**src/window_limits_map.vh**
```
// constants for the window-comparator limit bank, channels 1 to 3
// assumes byte addresses are four times the register index
`ifndef WINDOW_LIMITS_MAP_VH
`define WINDOW_LIMITS_MAP_VH

// register indices
`define IDX_CH1_LOW_UPPER 8'h27
`define IDX_CH2_HYST 8'h28
`define IDX_CH2_HIGH_UPPER 8'h29
`define IDX_CH2_COUNT 8'h2A
`define IDX_CH2_LOW_UPPER 8'h2B
`define IDX_CH3_HYST 8'h2C
`define IDX_CH3_HIGH_UPPER 8'h2D
// interrupt registers, by index
`define IDX_IRQ_STATUS 8'h30
`define IDX_IRQ_MASK 8'h31

// reset values
`define RST_HYST 8'hF0
`define RST_HIGH_UPPER 8'hFF
`define RST_COUNT 8'h00
`define RST_LOW_UPPER 8'h00
`define RST_IRQ_MASK 2'h0

// field positions
`define NIB_HI 7
`define NIB_LO 4
`define FLD_HI 3
`define FLD_LO 0

// status bits
`define ST_HIGH 0
`define ST_LOW 1
`define ST_WIDTH 2

// bus answers
`define RESP_OKAY 2'h0
`define RESP_SLVERR 2'h2

`endif

```
**src/event_status.v**
```verilog
// sticky event status with read-to-clear, mask and one level interrupt
// assumes set pulses and the read strobe are synchronous to clk
`timescale 1ns/1ps
module event_status #(
    parameter N = 2
) (
    // clock and reset
    input wire clk,
    input wire rst_n,
    // events and software access
    input wire [N-1:0] set_pulse,
    input wire rd_clr,
    input wire mask_we,
    input wire [N-1:0] mask_wdata,
    // state
    output reg [N-1:0] status_r,
    output reg [N-1:0] mask_r,
    output reg irq_r
);
    reg [N-1:0] status_nxt;
    reg [N-1:0] mask_nxt;

    // a set in the clearing cycle survives
    always @* begin
        status_nxt = (status_r & ~{N{rd_clr}}) | set_pulse;
        mask_nxt = mask_we ? mask_wdata : mask_r;
    end

    always @(posedge clk) begin
        if (!rst_n) begin
            status_r <= {N{1'b0}};
            mask_r <= {N{1'b0}};
            irq_r <= 1'b0;
        end else begin
            status_r <= status_nxt;
            mask_r <= mask_nxt;
            irq_r <= |(status_nxt & mask_nxt);
        end
    end
endmodule

```
**src/window_channel.v**
```verilog
// one channel of the digital window comparator with qualifying counter
// assumes a sample arrives with a one-cycle valid strobe
`timescale 1ns/1ps
module window_channel #(
    parameter RW = 12
) (
    // clock and reset
    input wire clk,
    input wire rst_n,
    // conversion samples
    input wire sample_valid,
    input wire [RW-1:0] sample,
    // limit settings
    input wire [7:0] high_byte,
    input wire [3:0] high_nibble,
    input wire [7:0] low_byte,
    input wire [3:0] low_nibble,
    input wire [3:0] hyst,
    input wire [3:0] qualify,
    // results
    output reg alert_r,
    output reg high_evt_r,
    output reg low_evt_r
);
    wire [11:0] high_lim = {high_byte, high_nibble};
    wire [11:0] low_lim = {low_byte, low_nibble};
    wire [11:0] hyst_w = {5'h00, hyst, 3'h0};
    wire [12:0] low_sum = {1'b0, low_lim} + {1'b0, hyst_w};
    wire [11:0] high_rel = (high_lim > hyst_w) ? (high_lim - hyst_w) : 12'h000;
    wire [11:0] low_rel = low_sum[12] ? 12'hFFF : low_sum[11:0];
    wire [11:0] s12 = sample[RW-1:RW-12];

    reg above_r;
    reg below_r;
    reg [4:0] run_r;
    reg above_nxt;
    reg below_nxt;
    reg [4:0] run_nxt;
    reg qual_now;

    always @* begin
        // strict compares; hysteresis holds a side until it is left by the margin
        above_nxt = above_r ? (s12 > high_rel) : (s12 > high_lim);
        below_nxt = below_r ? (s12 < low_rel) : (s12 < low_lim);
        run_nxt = run_r;
        qual_now = 1'b0;
        if (above_nxt || below_nxt) begin
            if (run_r <= {1'b0, qualify})
                run_nxt = run_r + 5'h01;
            qual_now = (run_nxt == ({1'b0, qualify} + 5'h01));
        end else begin
            run_nxt = 5'h00;
        end
    end

    always @(posedge clk) begin
        if (!rst_n) begin
            above_r <= 1'b0;
            below_r <= 1'b0;
            run_r <= 5'h00;
            alert_r <= 1'b0;
            high_evt_r <= 1'b0;
            low_evt_r <= 1'b0;
        end else begin
            high_evt_r <= 1'b0;
            low_evt_r <= 1'b0;
            if (sample_valid) begin
                above_r <= above_nxt;
                below_r <= below_nxt;
                run_r <= run_nxt;
                alert_r <= qual_now;
                if (qual_now && !alert_r) begin
                    high_evt_r <= above_nxt;
                    low_evt_r <= below_nxt;
                end
            end
        end
    end
endmodule

```
**src/window_limits.v**
```verilog
// limit register bank for channels 1 to 3 behind an AXI4-Lite slave,
// channel 2 window comparator and alert interrupt
// assumes a single clock; conversion results synchronous to aclk
//
// The AXI4-Lite slave port is this design's own decision.
`timescale 1ns/1ps
`include "window_limits_map.vh"
module window_limits #(
    parameter RW = 12
) (
    // clock and reset
    input wire aclk,
    input wire aresetn,
    // write address
    input wire [7:0] awaddr,
    input wire [2:0] awprot,
    input wire awvalid,
    output wire awready,
    // write data
    input wire [31:0] wdata,
    input wire [3:0] wstrb,
    input wire wvalid,
    output wire wready,
    // write response
    output wire [1:0] bresp,
    output wire bvalid,
    input wire bready,
    // read address
    input wire [7:0] araddr,
    input wire [2:0] arprot,
    input wire arvalid,
    output wire arready,
    // read data
    output wire [31:0] rdata,
    output wire [1:0] rresp,
    output wire rvalid,
    input wire rready,
    // conversion results
    input wire conv_valid,
    input wire [RW-1:0] conv_result,
    // limits handed to the neighbouring channel logic
    output wire [7:0] ch1_low_limit_byte,
    output wire [7:0] ch3_high_limit_byte,
    output wire [3:0] ch3_high_limit_nibble,
    output wire [3:0] ch3_hyst_field,
    // channel 2 alert and interrupt
    output wire ch2_alert,
    output wire irq
);
    // bus state
    reg awready_r;
    reg wready_r;
    reg bvalid_r;
    reg [1:0] bresp_r;
    reg arready_r;
    reg rvalid_r;
    reg [31:0] rdata_r;
    reg [1:0] rresp_r;
    reg aw_hold_r;
    reg [7:0] awaddr_r;
    reg w_hold_r;
    reg [31:0] wdata_r;
    reg [3:0] wstrb_r;

    // limit registers
    reg [7:0] ch1_low_upper_r;
    reg [7:0] ch2_hyst_r;
    reg [7:0] ch2_high_upper_r;
    reg [7:0] ch2_count_r;
    reg [7:0] ch2_low_upper_r;
    reg [7:0] ch3_hyst_r;
    reg [7:0] ch3_high_upper_r;

    // next values
    reg aw_hold_nxt;
    reg w_hold_nxt;
    reg bvalid_nxt;
    reg rvalid_nxt;
    reg [31:0] rd_mux;
    reg rd_hit;
    reg wr_hit;

    wire aw_take = awvalid & awready_r;
    wire w_take = wvalid & wready_r;
    wire ar_take = arvalid & arready_r;
    wire aw_have = aw_hold_r | aw_take;
    wire w_have = w_hold_r | w_take;
    wire do_write = aw_have & w_have & ~bvalid_r;
    wire [7:0] wr_addr = aw_hold_r ? awaddr_r : awaddr;
    wire [31:0] wr_data = w_hold_r ? wdata_r : wdata;
    wire [3:0] wr_strb = w_hold_r ? wstrb_r : wstrb;
    wire [5:0] wr_idx = wr_addr[7:2];
    wire [5:0] rd_idx = araddr[7:2];
    wire wr_lane0 = do_write & wr_strb[0];
    wire [7:0] wr_byte = wr_data[7:0];

    // interrupt and comparator wiring
    wire [`ST_WIDTH-1:0] irq_status;
    wire [`ST_WIDTH-1:0] irq_mask;
    wire irq_w;
    wire alert_w;
    wire high_evt;
    wire low_evt;
    wire status_rd = ar_take & (rd_idx == `IDX_IRQ_STATUS);
    wire mask_we = wr_lane0 & (wr_idx == `IDX_IRQ_MASK);

    // index compare: byte address is four times the index
    function is_idx;
        input [5:0] idx;
        input [7:0] reg_idx;
        begin
            is_idx = ({2'h0, idx} == reg_idx);
        end
    endfunction

    // handshake next state
    always @* begin
        aw_hold_nxt = aw_hold_r;
        w_hold_nxt = w_hold_r;
        if (do_write) begin
            aw_hold_nxt = 1'b0;
            w_hold_nxt = 1'b0;
        end else begin
            if (aw_take)
                aw_hold_nxt = 1'b1;
            if (w_take)
                w_hold_nxt = 1'b1;
        end
        bvalid_nxt = do_write | (bvalid_r & ~bready);
        rvalid_nxt = ar_take | (rvalid_r & ~rready);
    end

    // address decode for writes
    always @* begin
        wr_hit = is_idx(wr_idx, `IDX_CH1_LOW_UPPER) |
                 is_idx(wr_idx, `IDX_CH2_HYST) |
                 is_idx(wr_idx, `IDX_CH2_HIGH_UPPER) |
                 is_idx(wr_idx, `IDX_CH2_COUNT) |
                 is_idx(wr_idx, `IDX_CH2_LOW_UPPER) |
                 is_idx(wr_idx, `IDX_CH3_HYST) |
                 is_idx(wr_idx, `IDX_CH3_HIGH_UPPER) |
                 is_idx(wr_idx, `IDX_IRQ_STATUS) |
                 is_idx(wr_idx, `IDX_IRQ_MASK);
    end

    // read mux; limit registers read back unchanged
    always @* begin
        rd_mux = 32'h00000000;
        rd_hit = 1'b1;
        case ({2'h0, rd_idx})
            `IDX_CH1_LOW_UPPER: rd_mux[7:0] = ch1_low_upper_r;
            `IDX_CH2_HYST: rd_mux[7:0] = ch2_hyst_r;
            `IDX_CH2_HIGH_UPPER: rd_mux[7:0] = ch2_high_upper_r;
            `IDX_CH2_COUNT: rd_mux[7:0] = ch2_count_r;
            `IDX_CH2_LOW_UPPER: rd_mux[7:0] = ch2_low_upper_r;
            `IDX_CH3_HYST: rd_mux[7:0] = ch3_hyst_r;
            `IDX_CH3_HIGH_UPPER: rd_mux[7:0] = ch3_high_upper_r;
            `IDX_IRQ_STATUS: rd_mux[`ST_WIDTH-1:0] = irq_status;
            `IDX_IRQ_MASK: rd_mux[`ST_WIDTH-1:0] = irq_mask;
            default: rd_hit = 1'b0;
        endcase
    end

    // bus channel registers
    always @(posedge aclk) begin
        if (!aresetn) begin
            awready_r <= 1'b0;
            wready_r <= 1'b0;
            bvalid_r <= 1'b0;
            bresp_r <= `RESP_OKAY;
            arready_r <= 1'b0;
            rvalid_r <= 1'b0;
            rdata_r <= 32'h00000000;
            rresp_r <= `RESP_OKAY;
            aw_hold_r <= 1'b0;
            awaddr_r <= 8'h00;
            w_hold_r <= 1'b0;
            wdata_r <= 32'h00000000;
            wstrb_r <= 4'h0;
        end else begin
            aw_hold_r <= aw_hold_nxt;
            w_hold_r <= w_hold_nxt;
            awready_r <= ~aw_hold_nxt & ~bvalid_nxt;
            wready_r <= ~w_hold_nxt & ~bvalid_nxt;
            bvalid_r <= bvalid_nxt;
            arready_r <= ~rvalid_nxt;
            rvalid_r <= rvalid_nxt;
            if (aw_take)
                awaddr_r <= awaddr;
            if (w_take) begin
                wdata_r <= wdata;
                wstrb_r <= wstrb;
            end
            if (do_write)
                bresp_r <= wr_hit ? `RESP_OKAY : `RESP_SLVERR;
            if (ar_take) begin
                rdata_r <= rd_mux;
                rresp_r <= rd_hit ? `RESP_OKAY : `RESP_SLVERR;
            end
        end
    end

    // limit registers; lane 0 carries the byte
    always @(posedge aclk) begin
        if (!aresetn) begin
            ch1_low_upper_r <= `RST_LOW_UPPER;
            ch2_hyst_r <= `RST_HYST;
            ch2_high_upper_r <= `RST_HIGH_UPPER;
            ch2_count_r <= `RST_COUNT;
            ch2_low_upper_r <= `RST_LOW_UPPER;
            ch3_hyst_r <= `RST_HYST;
            ch3_high_upper_r <= `RST_HIGH_UPPER;
        end else if (wr_lane0) begin
            case ({2'h0, wr_idx})
                `IDX_CH1_LOW_UPPER: ch1_low_upper_r <= wr_byte;
                `IDX_CH2_HYST: ch2_hyst_r <= wr_byte;
                `IDX_CH2_HIGH_UPPER: ch2_high_upper_r <= wr_byte;
                `IDX_CH2_COUNT: ch2_count_r <= wr_byte;
                `IDX_CH2_LOW_UPPER: ch2_low_upper_r <= wr_byte;
                `IDX_CH3_HYST: ch3_hyst_r <= wr_byte;
                `IDX_CH3_HIGH_UPPER: ch3_high_upper_r <= wr_byte;
                default: ch1_low_upper_r <= ch1_low_upper_r;
            endcase
        end
    end

    // channel 2 comparator
    window_channel #(
        .RW(RW)
    ) ch2_window (
        .clk(aclk),
        .rst_n(aresetn),
        .sample_valid(conv_valid),
        .sample(conv_result),
        .high_byte(ch2_high_upper_r),
        .high_nibble(ch2_hyst_r[`NIB_HI:`NIB_LO]),
        .low_byte(ch2_low_upper_r),
        .low_nibble(ch2_count_r[`NIB_HI:`NIB_LO]),
        .hyst(ch2_hyst_r[`FLD_HI:`FLD_LO]),
        .qualify(ch2_count_r[`FLD_HI:`FLD_LO]),
        .alert_r(alert_w),
        .high_evt_r(high_evt),
        .low_evt_r(low_evt)
    );

    // sticky status, cleared by reading it
    event_status #(
        .N(`ST_WIDTH)
    ) alert_irq (
        .clk(aclk),
        .rst_n(aresetn),
        .set_pulse({low_evt, high_evt}),
        .rd_clr(status_rd),
        .mask_we(mask_we),
        .mask_wdata(wr_byte[`ST_WIDTH-1:0]),
        .status_r(irq_status),
        .mask_r(irq_mask),
        .irq_r(irq_w)
    );

    assign awready = awready_r;
    assign wready = wready_r;
    assign bvalid = bvalid_r;
    assign bresp = bresp_r;
    assign arready = arready_r;
    assign rvalid = rvalid_r;
    assign rdata = rdata_r;
    assign rresp = rresp_r;
    assign ch1_low_limit_byte = ch1_low_upper_r;
    assign ch3_high_limit_byte = ch3_high_upper_r;
    assign ch3_high_limit_nibble = ch3_hyst_r[`NIB_HI:`NIB_LO];
    assign ch3_hyst_field = ch3_hyst_r[`FLD_HI:`FLD_LO];
    assign ch2_alert = alert_w;
    assign irq = irq_w;
endmodule

```
**config.mk**
```make
export PLATFORM = sky130hd
export DESIGN_NAME = window_limits
export DESIGN_NICKNAME = d
export VERILOG_FILES = /design/src/event_status.v /design/src/window_channel.v /design/src/window_limits.v
export VERILOG_INCLUDE_DIRS = /design/src
export SDC_FILE = /design/constraint.sdc
export NUM_CORES = 1
export LEC_CHECK = 0
export ABC_AREA = 1
export ABC_CLOCK_PERIOD_IN_PS = 5600
export BUFFER_PORTS_ARGS = -buffer_cell sky130_fd_sc_hd__buf_4
export CORE_ASPECT_RATIO = 0.6
export CORE_MARGIN = 2
export CORE_UTILIZATION = 48
export CTS_BUF_LIST = sky130_fd_sc_hd__clkbuf_8
export CTS_CLUSTER_DIAMETER = 80
export DETAILED_ROUTE_END_ITERATION = 8
export PLACE_DENSITY_LB_ADDON = 0.3
export RECOVER_POWER = 50
export SLEW_MARGIN = 30
export SYNTH_ARGS = -nofsm -noshare
export SYNTH_HDL_FRONTEND = slang
export SYNTH_SLANG_ARGS = --single-unit
```
**constraint.sdc**
```tcl
create_clock -name aclk -period 5.6 [get_ports aclk]
set_clock_uncertainty 0.2 [all_clocks]
set_input_delay 0.28 -clock aclk [delete_from_list [all_inputs] [get_ports aclk]]
set_output_delay 0.28 -clock aclk [all_outputs]
set_load 0.01 [all_outputs]
```
* After elaboration in Yosys (flattened, before gate mapping)
Cells that the tools add are included.
Word-level totals: output and inout bits 67, bits of input ports 78, word-level logic and storage cells 127, register bits after elaboration 107
Operators by class: equal/unequal tests 19, bitwise operators 35, reduce and logical (&&, ||, !) cells 13, muxes and demuxes 21, $lt $le $gt $ge 6, add/sub/neg operators 4
Operators with widths (count):
- == test 6 bit (second input constant) | 18
- one-hot mux 6 bit (7 select lines) | 1
- greater-than comparator 12 bit | 2
- less-than comparator 12 bit | 2
- two-way mux 12 bit | 2
- one-hot mux 2 bit (9 select lines) | 1
- two-way mux 8 bit | 2
- two-way mux 5 bit | 3
- AND reduction 2 bit | 7
- adder 12 x 7 -> 13 bit | 1
- bitwise AND 1 bit | 12
- greater-than comparator 12 x 7 -> 1 bit | 1
- OR 1 bit | 12
- subtractor 12 x 7 -> 12 bit | 1
- two-way mux 1 bit | 9
- OR reduction 9 bit | 1
- inverter 1 bit | 7
- two-way mux 2 bit | 3
- adder 4 x 1 -> 5 bit (second input constant) | 1
- adder 5 x 1 -> 5 bit (second input constant) | 1
- == test 5 bit | 1
- <= comparator 5 x 4 -> 1 bit | 1
- bitwise AND 2 bit | 2
- AND reduction 3 bit | 1
- other kinds (6) | 6

* Depth between registers and ports, before layout
Gate-level depths: netlist of the first run.
depth after elaboration 11, depth in mapped cells 23, gate-level depth less buffers 23

* By module
From an unflattened synthesis of the first run, not the netlist that was laid out.
Second synthesis, totals: cell total of the unflattened synthesis 1049, area, all modules 6950.4 µm²
By module, submodules not included:
- window_limits | area an instance 4235.3 µm², sequential area each 1761.7 µm², times used 1, cells an instance 619
- window_channel | area an instance 2519.9 µm², sequential area each 200.2 µm², times used 1, cells an instance 403
- event_status | area an instance 195.2 µm², sequential area each 100.1 µm², times used 1, cells an instance 27

* Least setup slack after synthesis of the first run
No wires, ideal clock.
kind register to register, from register ch2_hyst_r[1], to register ch2_window.high_evt_r, slack 2.363 ns, path buffers 0, arrival 2.924 ns, period minus slack after synthesis 3.237 ns, data required time 5.287 ns, setup time 0.113 ns, cell stages (with the launch flop) 23, cells stage by stage dfxtp_1 -> inv_1 -> ha_1 -> nand2_1 -> nor2_1 -> a21oi_1 -> o21ai_0 -> o41ai_1 -> and3_1 -> inv_1 -> nand3_1 -> ha_1 -> nand2_1 -> nor2_1 -> nand2_1 -> nor2_1 -> nand3_1 -> nand3_1 -> nand2_1 -> inv_1 -> nand3_1 -> nand3_1 -> nor2_1
On the way: cells in the longest elaborated chain, start to end 8, elaborated cells between the ends (all ways) 13, those cells by class 2 x add/sub; 3 x order compare; 5 x mux; 3 x reduce/logical
RTL lines:
- start, declared | line window_limits.v:67 | reg [7:0] ch2_hyst_r;
- start signal, assigned | line window_limits.v:207 | ch2_hyst_r <= `RST_HYST;
- start signal, assigned | line window_limits.v:216 | `IDX_CH2_HYST: ch2_hyst_r <= wr_byte;
- subtractor 12 x 7 -> 12 bit, or another cell as far along | line window_channel.v:29 | wire [11:0] high_rel = (high_lim > hyst_w) ? (high_lim - hyst_w) : 12'h000;
- two-way mux 12 bit, on equally long branches | line window_channel.v:29, window_channel.v:30
- greater-than comparator 12 bit / less-than comparator 12 bit (equally long branches) | line window_channel.v:43, window_channel.v:44
- two-way mux 1 bit, on equally long branches | line window_channel.v:43, window_channel.v:44
- logical OR 1 bit | line window_channel.v:47 | if (above_nxt || below_nxt) begin
- two-way mux 1 bit | line window_channel.v:47
- logical AND 1 bit | line window_channel.v:72 | if (qual_now && !alert_r) begin
- AND reduction 3 bit (no source line)
- end signal, assigned | line window_channel.v:73 | high_evt_r <= above_nxt;
- end, declared | line window_channel.v:22 | output reg high_evt_r,
Parallel ways exist; a longest one is shown, timed or not. A chain may end at the register's enable or synchronous reset.

* Worst setup path in the final report of the first run
from register ch2_hyst_r[1], to register ch2_window.run_r[4]
On the way: cells in the longest elaborated chain, start to end 6, elaborated cells between the ends (all ways) 11, those cells by class 2 x add/sub; 3 x order compare; 5 x mux; 1 x reduce/logical
RTL lines:
- subtractor 12 x 7 -> 12 bit, or another cell as far along | line window_channel.v:29
- two-way mux 12 bit, on equally long branches | line window_channel.v:29, window_channel.v:30
- greater-than comparator 12 bit / less-than comparator 12 bit (equally long branches) | line window_channel.v:43, window_channel.v:44
- two-way mux 1 bit, on equally long branches | line window_channel.v:43, window_channel.v:44
- logical OR 1 bit * | line window_channel.v:47
- two-way mux 5 bit * | line window_channel.v:47
- end signal, assigned | line window_channel.v:70 | run_r <= run_nxt;
- end, declared | line window_channel.v:35 | reg [4:0] run_r;
Mark *: on every way between the ends. The rest lies on a longest branch, timed or not.

==> flow_summary.yaml, run 1 <==
critical_path:
  cell_breakdown_of_the_critical_path: "inv_1, ha_1, nand2_1, nor2_1, a21oi_1, o21ai_0, o41ai_1, and3_1, inv_1, nand3_1, ha_1, nand2_1, nor2_1, nand2_1, nor2_1, nand3_1, nand3_1, nand2_1, inv_1, nand3_1, nand2_1, a21oi_1"
  worst-endpoint-arrival_ns: 4.32
  path_buf_inv: 3
  crit_fanout: 8
  required_ns: 5.65
  critPathKind: "register to register"
  critical-path-max-stage-delay_ns: 0.41
  startpoint_kind_of_the_worst_setup_timing_path: "register"
  worstSetupEndpointType: "register"
  category_of_cells_accounting_for_the_largest_share_of_critical_path_delay: "simple AND/OR/NAND/NOR gates"
  critical-path-slowest-cell: "sky130_fd_sc_hd__dfxtp_1"
  worst_path_most_repeated_cell: "sky130_fd_sc_hd__nand2_1"
placement:
  globalplace.congestion: 0.926
  dpl_worst_slack_ns: 1.48
  placedInstanceArea_mm2: 0.00729
  post-dp-hpwl_mm: 14.9
  io_buffers: 81
  post-place-cells: 1181
clock_tree:
  clkSlewWorstSetupHoldPaths_ns: 0.11
  clk-insertion-delay-late_ns: 0.38
  root_buffer: "sky130_fd_sc_hd__clkbuf_8"
  ctsLongestPathBuffers: 2
  post_cts_gate_resize_count: 0
  postCtsSetupBuffers: 0
  numClockSinks: 103
  cts-buffers-inserted: 9
  h-tree-depth: 3
  tritoncts: "yes"
logic_synthesis:
  synth_async_sr_flop_share_pct: 0
  synth-adder-area-share_pct: 11.9
  flop_and_latch_count_out_of_synthesis: 103
  synth_top_cells_by_area: "sky130_fd_sc_hd__dfxtp_1 (31%), sky130_fd_sc_hd__ha_1 (11%), sky130_fd_sc_hd__a21oi_1 (8.1%)"
  synth_top_flop_cell: "sky130_fd_sc_hd__dfxtp_1"
  netlist_area_mm2: 0.00666
  ys_seq_area_share_pct: 31.0
  ys_types: 46
  synthMuxAreaShare_pct: 0
  synth_enable_flop_cells: 0
  netlist.top_cell.by_area: "sky130_fd_sc_hd__dfxtp_1"
  synth_simple_gate_area_share_pct: 21.7
  netlist.area_leader.share_pct: 31.0
  fraction_of_the_mapped_netlist_area_in_compound_gates_pct: 22.1
  synth.avg_cell_area_um2: 7.05
  synth_warnings: 0
  xor_xnor_cell_area_share_of_the_yosys_netlist_pct: 0.789
  cell_count_after_synthesis: 944
  synth_top_family_by_area: "compound AO/OA/AOI/OAI gates"
pwr:
  power.share.combinational_pct: 18.7
  worst_ir_drop_vdd_mv: 0.158
  p_leak_nw: 3.39
  pwr_density_cell_mw_per_mm2: 202
  intPower_mw: 1.02
  power_mw: 1.51
  p_switching_mw: 0.487
  clock_power_share_pct: 30.2
  sw_share_pct: 32.3
  power.share.sequential_pct: 51.1
global_routing:
  grt_remaining_overflow: 0
  grt_pass1_wl_mm: 31.5
  grt_util_all_layers_pct: 27.2
  antenna_found_initial: 0
  first_global_vias: 6073
  largest_net_degree_at_the_start_of_global_routing: 57
finish:
  num-nets-final: 1171
  layoutNonFillerInstCount: 1210
  sequential_cell_area_mm2: 0.00206
  multi_input_comb_area_mm2: 0.00385
  area_growth_pct: 11.8
  most_frequent_cells_in_the_layout: "sky130_fd_sc_hd__nand2_1 (144), sky130_fd_sc_hd__inv_1 (121), sky130_fd_sc_hd__a21oi_1 (108), sky130_fd_sc_hd__dfxtp_1 (103), sky130_fd_sc_hd__nor2_1 (87)"
  final_core_utilization_pct: 54.8
  stdcell_area_mm2: 0.00744
  diodes: 0
  layout.cells.most_common: "sky130_fd_sc_hd__nand2_1"
  drive_above_1_share_pct: 10.7
  fillers: 1391
timing:
  tightestPinTransition_ns: 1.02
  final-max-slew-violation-count: 0
  timing.final.crit_share_pct: 76.3
  fin_ws_ns: 1.33
  final.hold.worst_slack_ns: 0.0139
  final.min_clock_period_ns: 4.27
  rsz0062_at_grt: "no"
  fmax_ghz: 0.234
  setup_total_negative_slack_ns: 0
  setup-violations-final: 0
  final-hold-violation-count: 0
  slew-limit-headroom_pct: 31.3
route:
  detailroute.via_count: 6491
  wl_per_cell_um: 15.8
  detailedRoute.firstPassIterationCount: 6
  vias_cell: 5.36
  remaining_drc_errors: 0
  wirelength_mm: 19.1
  number_of_nets_still_failing_antenna_checks_after_routing: 0
  initialDrtViolationCount: 701
floorplan:
  start_util_pct: 49.0
  chipWidth_um: 156
  die-height_um: 95.2
  fp-row-count: 33
  floorplan.die_area_mm2: 0.0149
  io-pin-count: 145
  core_area_mm2: 0.0136
flow_run:
  maxCapViolations: 0
hold_path:
  worst_hold_path_class: "input pin to register"
run_status:
  outcome: "finished clean"
worst register-to-register path: cells and delay by family (launching register included):
kind | cells | cell delay [ns]
buf+inv | 3 | 0.57
flops | 1 | 0.41
simple gates | 13 | 1.71
fa+ha+maj | 2 | 0.62
compound gates | 4 | 0.61
layer usage:
layer,track usage [%],part of all wire [%]
met1,41.7,52
met5,0,0
met4,3.52,0.52
met3,5.91,8.3
met2,39.6,39
logic make-up (layout without fill, tap and decap cells):
kind of cell | after synthesis | count (layout)
other | 1 | 26
buffers and inverters | 181 | 247
flip-flops | 103 | 103
AO/OA/AOI/OAI | 262 | 262
XOR/XNOR | 6 | 6
AND/OR/NAND/NOR | 329 | 329
adder cells (fa/ha/maj) | 62 | 62
final cells by class:
| cell class | count | share of cell area [%] |
|---|---|---|
| Sequential cell | 103 | 27.7 |
| Inverter | 131 | 6.64 |
| Multi-Input combinational cell | 685 | 51.8 |
| Clock inverter | 6 | 0.723 |
| Timing Repair Buffer | 101 | 8.54 |
| Clock buffer | 9 | 1.66 |
| Tap cell | 175 | 2.94 |
sequential cells by signal, indices dropped and copies added (netlist names), 2 cells and up:
signal / flops
ch2_count_r: 8
ch2_hyst_r: 8
ch3_hyst_r: 8
ch2_low_upper_r: 8
awaddr_r: 6
ch1_low_limit_byte: 8
ch3_high_limit_byte: 8
alert_irq.mask_r: 2
ch2_high_upper_r: 8
alert_irq.status_r: 2
rdata: 8
wdata_r: 8
ch2_window.run_r: 5
power by group through the flow:
stage / sequential [mW] / combinational [mW] / clock, mW
6_report: 0.769 / 0.282 / 0.454
5_1_grt: 0.773 / 0.319 / 0.494
2_1_floorplan: 0.782 / 0.189 / 0
4_1_cts: 0.770 / 0.283 / 0.460
3_5_place_dp: 0.786 / 0.275 / 0
3_3_place_gp: 0.786 / 0.271 / 0
final timing paths:
check	startpoint	end	slack [ns]	depth (start not counted)
max	ch2_hyst_r[1]	ch2_window.run_r[4]	1.33	22
min	awaddr[6]	awaddr_r[6]	0.01	3
max reg2reg	ch2_hyst_r[1]	ch2_window.run_r[4]	1.33	22
min reg2reg	wdata_r[7]	wdata_r[7]	0.26	2
timing repair:
item | in CTS | in global routing
hold buffers | 14 | 0
setup endpoints to repair | 0 | 0
endpoints found under the hold margin | 14 | 0
cells in the mapped netlist, types with 2 or more instances:
| master | count |
|---|---|
| sky130_fd_sc_hd__a211oi_1 | 3 |
| sky130_fd_sc_hd__a21oi_1 | 108 |
| sky130_fd_sc_hd__a21oi_2 | 7 |
| sky130_fd_sc_hd__and3_1 | 2 |
| sky130_fd_sc_hd__buf_1 | 2 |
| sky130_fd_sc_hd__buf_2 | 7 |
| sky130_fd_sc_hd__buf_4 | 28 |
| sky130_fd_sc_hd__buf_6 | 5 |
| sky130_fd_sc_hd__clkbuf_1 | 8 |
| sky130_fd_sc_hd__dfxtp_1 | 103 |
| sky130_fd_sc_hd__fa_1 | 2 |
| sky130_fd_sc_hd__ha_1 | 60 |
| sky130_fd_sc_hd__inv_1 | 122 |
| sky130_fd_sc_hd__inv_2 | 8 |
| sky130_fd_sc_hd__nand2_1 | 144 |
| sky130_fd_sc_hd__nand2_2 | 7 |
| sky130_fd_sc_hd__nand3_1 | 46 |
| sky130_fd_sc_hd__nand3_2 | 3 |
| sky130_fd_sc_hd__nand3b_1 | 6 |
| sky130_fd_sc_hd__nand4_1 | 6 |
| sky130_fd_sc_hd__nor2_1 | 87 |
| sky130_fd_sc_hd__nor2_2 | 5 |
| sky130_fd_sc_hd__nor3_1 | 7 |
| sky130_fd_sc_hd__nor4_1 | 2 |
| sky130_fd_sc_hd__o211ai_1 | 7 |
| sky130_fd_sc_hd__o21a_1 | 3 |
| sky130_fd_sc_hd__o21ai_0 | 85 |
| sky130_fd_sc_hd__o21ai_1 | 14 |
| sky130_fd_sc_hd__o21ai_2 | 5 |
| sky130_fd_sc_hd__o221ai_1 | 4 |
| sky130_fd_sc_hd__o22ai_1 | 11 |
| sky130_fd_sc_hd__o31ai_1 | 8 |
| sky130_fd_sc_hd__or2_2 | 12 |
| sky130_fd_sc_hd__xor2_1 | 5 |
No activity file was read; power rests on OpenSTA's default activity.
==> run 2: changes to the inputs <==
--- a/config.mk
+++ b/config.mk
@@ -7,7 +7,7 @@
 export NUM_CORES = 1
 export LEC_CHECK = 0
 export ABC_AREA = 1
-export ABC_CLOCK_PERIOD_IN_PS = 5600
+export ABC_CLOCK_PERIOD_IN_PS = 4000
 export BUFFER_PORTS_ARGS = -buffer_cell sky130_fd_sc_hd__buf_4
 export CORE_ASPECT_RATIO = 0.6
 export CORE_MARGIN = 2
==> constraint.sdc (replaced) <==
create_clock -name aclk -period 4 [get_ports aclk]
set_clock_uncertainty 0.2 [all_clocks]
set_input_delay 0.2 -clock aclk [delete_from_list [all_inputs] [get_ports aclk]]
set_output_delay 0.2 -clock aclk [all_outputs]
set_load 0.01 [all_outputs]
==> run 2 against run 1 <==
Critical path depth down 3. Flip-flop and latch count unchanged. Sequential power up 40%. Largest cell class unchanged. Die area unchanged. Clock-buffer cell count unchanged. Combinational power up 43%. Largest power group unchanged. Sequential share of layout area down 0.34 points. Final cell count up 0.58%.
==> flow_summary.yaml, run 2 (same netlist as run 1, synthesis figures left out) <==
run_status:
  outcome: "finished clean"
finish:
  area_growth_pct: 13.3
  drive_above_1_share_pct: 11.4
  most_frequent_cells_in_the_layout: "sky130_fd_sc_hd__nand2_1 (145), sky130_fd_sc_hd__inv_1 (120), sky130_fd_sc_hd__a21oi_1 (108), sky130_fd_sc_hd__dfxtp_1 (102), sky130_fd_sc_hd__nor2_1 (87)"
  diodes: 0
  stdcell_area_mm2: 0.00754
  num-nets-final: 1178
  layoutNonFillerInstCount: 1217
  layout.cells.most_common: "sky130_fd_sc_hd__nand2_1"
  final_core_utilization_pct: 55.5
clock_tree:
  cts-buffers-inserted: 9
  root_buffer: "sky130_fd_sc_hd__clkbuf_8"
  ctsLongestPathBuffers: 2
  tritoncts: "yes"
  clkSlewWorstSetupHoldPaths_ns: 0.11
  postCtsSetupBuffers: 0
  numClockSinks: 103
  clk-insertion-delay-late_ns: 0.38
  h-tree-depth: 3
floorplan:
  chipWidth_um: 156
  fp-row-count: 33
  core_area_mm2: 0.0136
  io-pin-count: 145
  floorplan.die_area_mm2: 0.0149
  start_util_pct: 49.0
  die-height_um: 95.2
global_routing:
  grt_pass1_wl_mm: 31.3
  grt_util_all_layers_pct: 27.3
  grt_remaining_overflow: 0
  largest_net_degree_at_the_start_of_global_routing: 57
  first_global_vias: 5960
  antenna_found_initial: 0
route:
  vias_cell: 5.39
  detailroute.via_count: 6555
  met1Wirelength_mm: 9.77
  initialDrtViolationCount: 660
  number_of_nets_still_failing_antenna_checks_after_routing: 0
  met2WireLength_mm: 7.83
  route.top_layer_used: "met4"
  wl_per_cell_um: 16.2
  wirelength_mm: 19.7
  met3RoutedLength_mm: 2.03
  detailedRoute.firstPassIterationCount: 5
  remaining_drc_errors: 0
hold_path:
  worst_hold_path_class: "input pin to register"
placement:
  io_buffers: 81
  post-dp-hpwl_mm: 15.0
  dpl_worst_slack_ns: 0.178
  globalplace.congestion: 0.925
  post-place-cells: 1185
  placedInstanceArea_mm2: 0.00732
timing:
  timing.final.crit_share_pct: 92.5
  final-max-slew-violation-count: 0
  tightestPinTransition_ns: 0.864
  setup-violations-final: 0
  slew-limit-headroom_pct: 41.8
  fin_ws_ns: 0.298
  final-hold-violation-count: 0
  final.min_clock_period_ns: 3.70
  fmax_ghz: 0.270
  setup_total_negative_slack_ns: 0
critical_path:
  worstSetupEndpointType: "register"
  critical-path-max-stage-delay_ns: 0.44
  cell_breakdown_of_the_critical_path: "ha_1, inv_1, fa_1, o31ai_2, nand2_1, nor2_1, nand3_1, o21ai_0, a21oi_1, ha_1, nand2_1, inv_1, nand3_1, nor3_1, nand2_1, nand2_1, nand3_2, nand2_1, a21oi_1"
  worst_path_most_repeated_cell: "sky130_fd_sc_hd__nand2_1"
  required_ns: 4.05
  critical-path-slowest-cell: "sky130_fd_sc_hd__dfxtp_1"
  path_buf_inv: 2
  ff2ff_setup_slack_ns: 0.30
  category_of_cells_accounting_for_the_largest_share_of_critical_path_delay: "simple AND/OR/NAND/NOR gates"
  worst-endpoint-arrival_ns: 3.75
  crit_fanout: 7
  critPathKind: "register to register"
  startpoint_kind_of_the_worst_setup_timing_path: "register"
pwr:
  p_leak_nw: 3.44
  pwr_density_cell_mw_per_mm2: 289
  worst_ir_drop_vdd_mv: 0.180
flow_run:
  maxCapViolations: 0
==> run 2: worst reg2reg max path, cell delays in order (launching register included) <==
cell	delay, ns
sky130_fd_sc_hd__dfxtp_1	0.44
sky130_fd_sc_hd__ha_1	0.23
sky130_fd_sc_hd__inv_1	0.06
sky130_fd_sc_hd__fa_1	0.42
sky130_fd_sc_hd__o31ai_2	0.32
sky130_fd_sc_hd__nand2_1	0.12
sky130_fd_sc_hd__nor2_1	0.18
sky130_fd_sc_hd__nand3_1	0.11
sky130_fd_sc_hd__o21ai_0	0.17
sky130_fd_sc_hd__a21oi_1	0.07
sky130_fd_sc_hd__ha_1	0.30
sky130_fd_sc_hd__nand2_1	0.05
sky130_fd_sc_hd__inv_1	0.08
sky130_fd_sc_hd__nand3_1	0.07
sky130_fd_sc_hd__nor3_1	0.24
sky130_fd_sc_hd__nand2_1	0.10
sky130_fd_sc_hd__nand2_1	0.11
sky130_fd_sc_hd__nand3_2	0.16
sky130_fd_sc_hd__nand2_1	0.11
sky130_fd_sc_hd__a21oi_1	0.06
==> run 2: worst paths after layout <==
path / start / to / cells past startpoint
max reg2reg: ch2_hyst_r[0] / ch2_window.alert_r / 19
min: conv_valid / ch2_window.alert_r / 7
min reg2reg: awaddr_r[2] / awaddr_r[2] / 2
max: ch2_hyst_r[0] / ch2_window.alert_r / 19
==> run 2: routing by layer <==
layer | up-vias | global-route usage (%)
li1 | 3291 | -
met1 | 2965 | 41.9
met2 | 287 | 39.9
met3 | 12 | 5.77
met4 | 0 | 3.21
met5 | - | 0
==> run 2: report_power, final <==
group | total, mW | switching [mW] | internal (mW)
Sequential | 1.08 | 0.0219 | 1.06
Combinational | 0.402 | 0.263 | 0.138
Clock | 0.699 | 0.401 | 0.298
==> run 2: what timing repair did <==
item / in CTS / in global routing
hold buffers: 17 / 0
resized for setup: 0 / 6
endpoints found under the hold margin: 19 / 0
endpoints found under the setup margin: 0 / 8
==> run 2: metrics by stage <==
stage / total power [mW] / hold WS (ns)
5_1_grt: 2.27 / 0.119
3_5_place_dp: 1.49 / 0.245
6_report: 2.18 / 0.0702
2_1_floorplan: 1.36 / 0.167
3_3_place_gp: 1.48 / 0.242
4_1_cts: 2.18 / 0.0615
==> run 2: area by class of cell <==
| type | count | area (um2) |
|---|---|---|
| clock buffers | 9 | 124 |
| clock inverters | 6 | 76.3 |
| fillers | 1387 | 6050 |
| inverters | 131 | 494 |
| multi-input cells | 685 | 3870 |
| flip-flops and latches | 103 | 2060 |
| well taps | 175 | 219 |
| repair buffers | 108 | 696 |
==> run 3: changes to the inputs <==
--- a/config.mk
+++ b/config.mk
@@ -9,9 +9,10 @@
 export ABC_AREA = 1
 export ABC_CLOCK_PERIOD_IN_PS = 4000
 export BUFFER_PORTS_ARGS = -buffer_cell sky130_fd_sc_hd__buf_4
+export CELL_PAD_IN_SITES_DETAIL_PLACEMENT = 1
+export CELL_PAD_IN_SITES_GLOBAL_PLACEMENT = 2
 export CORE_ASPECT_RATIO = 0.6
-export CORE_MARGIN = 2
-export CORE_UTILIZATION = 48
+export CORE_UTILIZATION = 31
 export CTS_BUF_LIST = sky130_fd_sc_hd__clkbuf_8
 export CTS_CLUSTER_DIAMETER = 80
 export DETAILED_ROUTE_END_ITERATION = 8
==> run 3 against run 2 <==
Hold slack worse by 0.018 ns. Total power increased by 0.87%. Via count is 0.75% lower. Global-route usage is 5.5 points lower. Fmax grew 2.3%. Critical endpoint is now ch2_window.run_r[0]. Largest power group unchanged.
==> flow_summary.yaml, run 3 (same netlist as run 1, synthesis figures left out) <==
run_status:
  outcome: "finished clean"
critical_path:
  crit_fanout: 7
  required_ns: 4.05
  critPathCapture: "ch2_window.run_r[0]"
  critical-path-max-stage-delay_ns: 0.41
  crit-reg2reg-capture: "ch2_window.run_r[0]"
  ff2ff_setup_slack_ns: 0.38
  startpoint: "ch2_hyst_r[7]"
  startpoint_kind_of_the_worst_setup_timing_path: "register"
  worst-endpoint-arrival_ns: 3.67
  critical-path-slowest-cell: "sky130_fd_sc_hd__fa_1"
  worstSetupEndpointType: "register"
  reg2regPathDepth: 24
  cell_breakdown_of_the_critical_path: "inv_1, ha_1, fa_1, nor2_1, o21ai_0, inv_1, nor4_1, buf_4, nand3_1, xor2_1, nand2_1, ha_1, nand2_1, nor2_1, nand2_1, nor2_1, nand3_1, nand3_1, nand2_2, inv_1, nand3_1, buf_4, nand2_1, a21oi_1"
  rr_startpoint: "ch2_hyst_r[7]"
  critPathKind: "register to register"
finish:
  area_growth_pct: 16.7
  drive_above_1_share_pct: 12.7
  num-nets-final: 1193
  layout.cells.most_common: "sky130_fd_sc_hd__nand2_1"
  most_frequent_cells_in_the_layout: "sky130_fd_sc_hd__nand2_1 (143), sky130_fd_sc_hd__inv_1 (122), sky130_fd_sc_hd__a21oi_1 (108), sky130_fd_sc_hd__dfxtp_1 (102), sky130_fd_sc_hd__nor2_1 (86)"
  stdcell_area_mm2: 0.00777
  diodes: 0
floorplan:
  io-pin-count: 145
  chipWidth_um: 191
  core_area_mm2: 0.0210
  start_util_pct: 31.6
  floorplan.die_area_mm2: 0.0221
  fp-row-count: 41
  die-height_um: 116
global_routing:
  grt_pass1_wl_mm: 36.3
  antenna_found_initial: 1
  first_global_vias: 6421
  grt_met2_use_pct: 30.5
  fraction_of_met3_tracks_used_by_global_routing_pct: 4.27
  grt_util_all_layers_pct: 21.8
  global_route.peak_usage_layer: "met1"
  grt.met1_usage_pct: 34.2
  largest_net_degree_at_the_start_of_global_routing: 48
  grt_remaining_overflow: 0
clock_tree:
  cts-buffers-inserted: 9
  h-tree-depth: 3
  clkSlewWorstSetupHoldPaths_ns: 0.11
  numClockSinks: 103
  ctsLongestPathBuffers: 2
  tritoncts: "yes"
  root_buffer: "sky130_fd_sc_hd__clkbuf_8"
  clk-insertion-delay-late_ns: 0.39
pwr:
  worst_ir_drop_vdd_mv: 0.142
  p_leak_nw: 3.50
  pwr_density_cell_mw_per_mm2: 283
timing:
  final-hold-violation-count: 0
  tightestPinTransition_ns: 0.754
  rsz0062_at_grt: "no"
  fmax_ghz: 0.276
  timing.final.crit_share_pct: 90.5
  setup_total_negative_slack_ns: 0
  final-max-slew-violation-count: 0
  final.min_clock_period_ns: 3.62
  setup-violations-final: 0
  slew-limit-headroom_pct: 49.7
flow_run:
  maxCapViolations: 0
route:
  detailedRoute.firstPassIterationCount: 5
  initialDrtViolationCount: 334
  number_of_nets_still_failing_antenna_checks_after_routing: 0
  wirelength_mm: 23.0
  detailroute.via_count: 6506
  remaining_drc_errors: 0
  wl_per_cell_um: 17.2
  vias_cell: 4.87
hold_path:
  worst_hold_path_class: "input pin to register"
  hp-start: "conv_valid"
placement:
  placedInstanceArea_mm2: 0.00755
  post-dp-hpwl_mm: 18.6
  io_buffers: 81
  globalplace.congestion: 0.843
-- run 3: how the worst min path moves through the flow --
| stage | endpoint | slack [ns] | cells past startpoint |
|---|---|---|---|
| 2_1_floorplan | wdata_r[0] | 0.17 | 2 |
| 3_3_place_gp | wdata_r[7] | 0.25 | 2 |
| 3_5_place_dp | awaddr_r[4] | 0.25 | 2 |
| 4_1_cts | ch2_window.alert_r | 0.03 | 7 |
| 5_1_grt | ch2_window.alert_r | 0.09 | 7 |
| 6_report | ch2_window.alert_r | 0.05 | 7 |
-- run 3: worst max-delay path, delay by kind of cell, from the launching register on --
kind            cells  cell delay, ns
xor+xnor            1            0.14
fa+ha+maj           3            0.92
simple gates       13            1.11
flops               1            0.36
compound gates      2            0.15
buf+inv             5            0.59
-- run 3: what timing repair did --
item | in CTS | in global routing
setup buffers | 0 | 1
endpoints found under the setup margin | 0 | 8
hold buffers | 17 | 0
endpoints found under the hold margin | 19 | 0
gates resized for setup | 0 | 6
-- run 3: through the flow --
stage / worst slack [ns] / instances / hold slack (ns) / power (mW) / util [%]
after floorplan: 0.763 / 969 / 0.167 / 1.36 / -
after global placement: 0.241 / 1303 / 0.247 / 1.51 / 35.9
after detailed placement: 0.174 / 1303 / 0.251 / 1.51 / 35.9
after CTS: 0.141 / 1336 / 0.0339 / 2.22 / 37.6
after global routing: 0.00180 / 1337 / 0.0917 / 2.31 / 36.9
final: 0.380 / 1337 / 0.0521 / 2.20 / 36.9
-- run 3: area by class of cell --
type,count,area [um2]
fillers,2748,13300
multi-input cells,685,3860
flip-flops and latches,103,2060
repair buffers,123,808
inverters,131,492
well taps,279,349
clock buffers,9,124
clock inverters,7,71.3
-- run 3: where the power goes --
group          switching (mW)  internal (mW)
Clock                   0.407          0.291
Sequential             0.0218           1.06
Combinational           0.276          0.144
Total                   0.705           1.49
-- run 3: routing by layer --
| metal | routed length (um) | part of all wire (%) | vias to the layer above |
|---|---|---|---|
| met5 | 0 | 0 | - |
| met4 | 116 | 0.50 | 0 |
| met3 | 1060 | 4.6 | 10 |
| met2 | 8810 | 38 | 105 |
| met1 | 13000 | 57 | 3082 |
| li1 | - | - | 3309 |
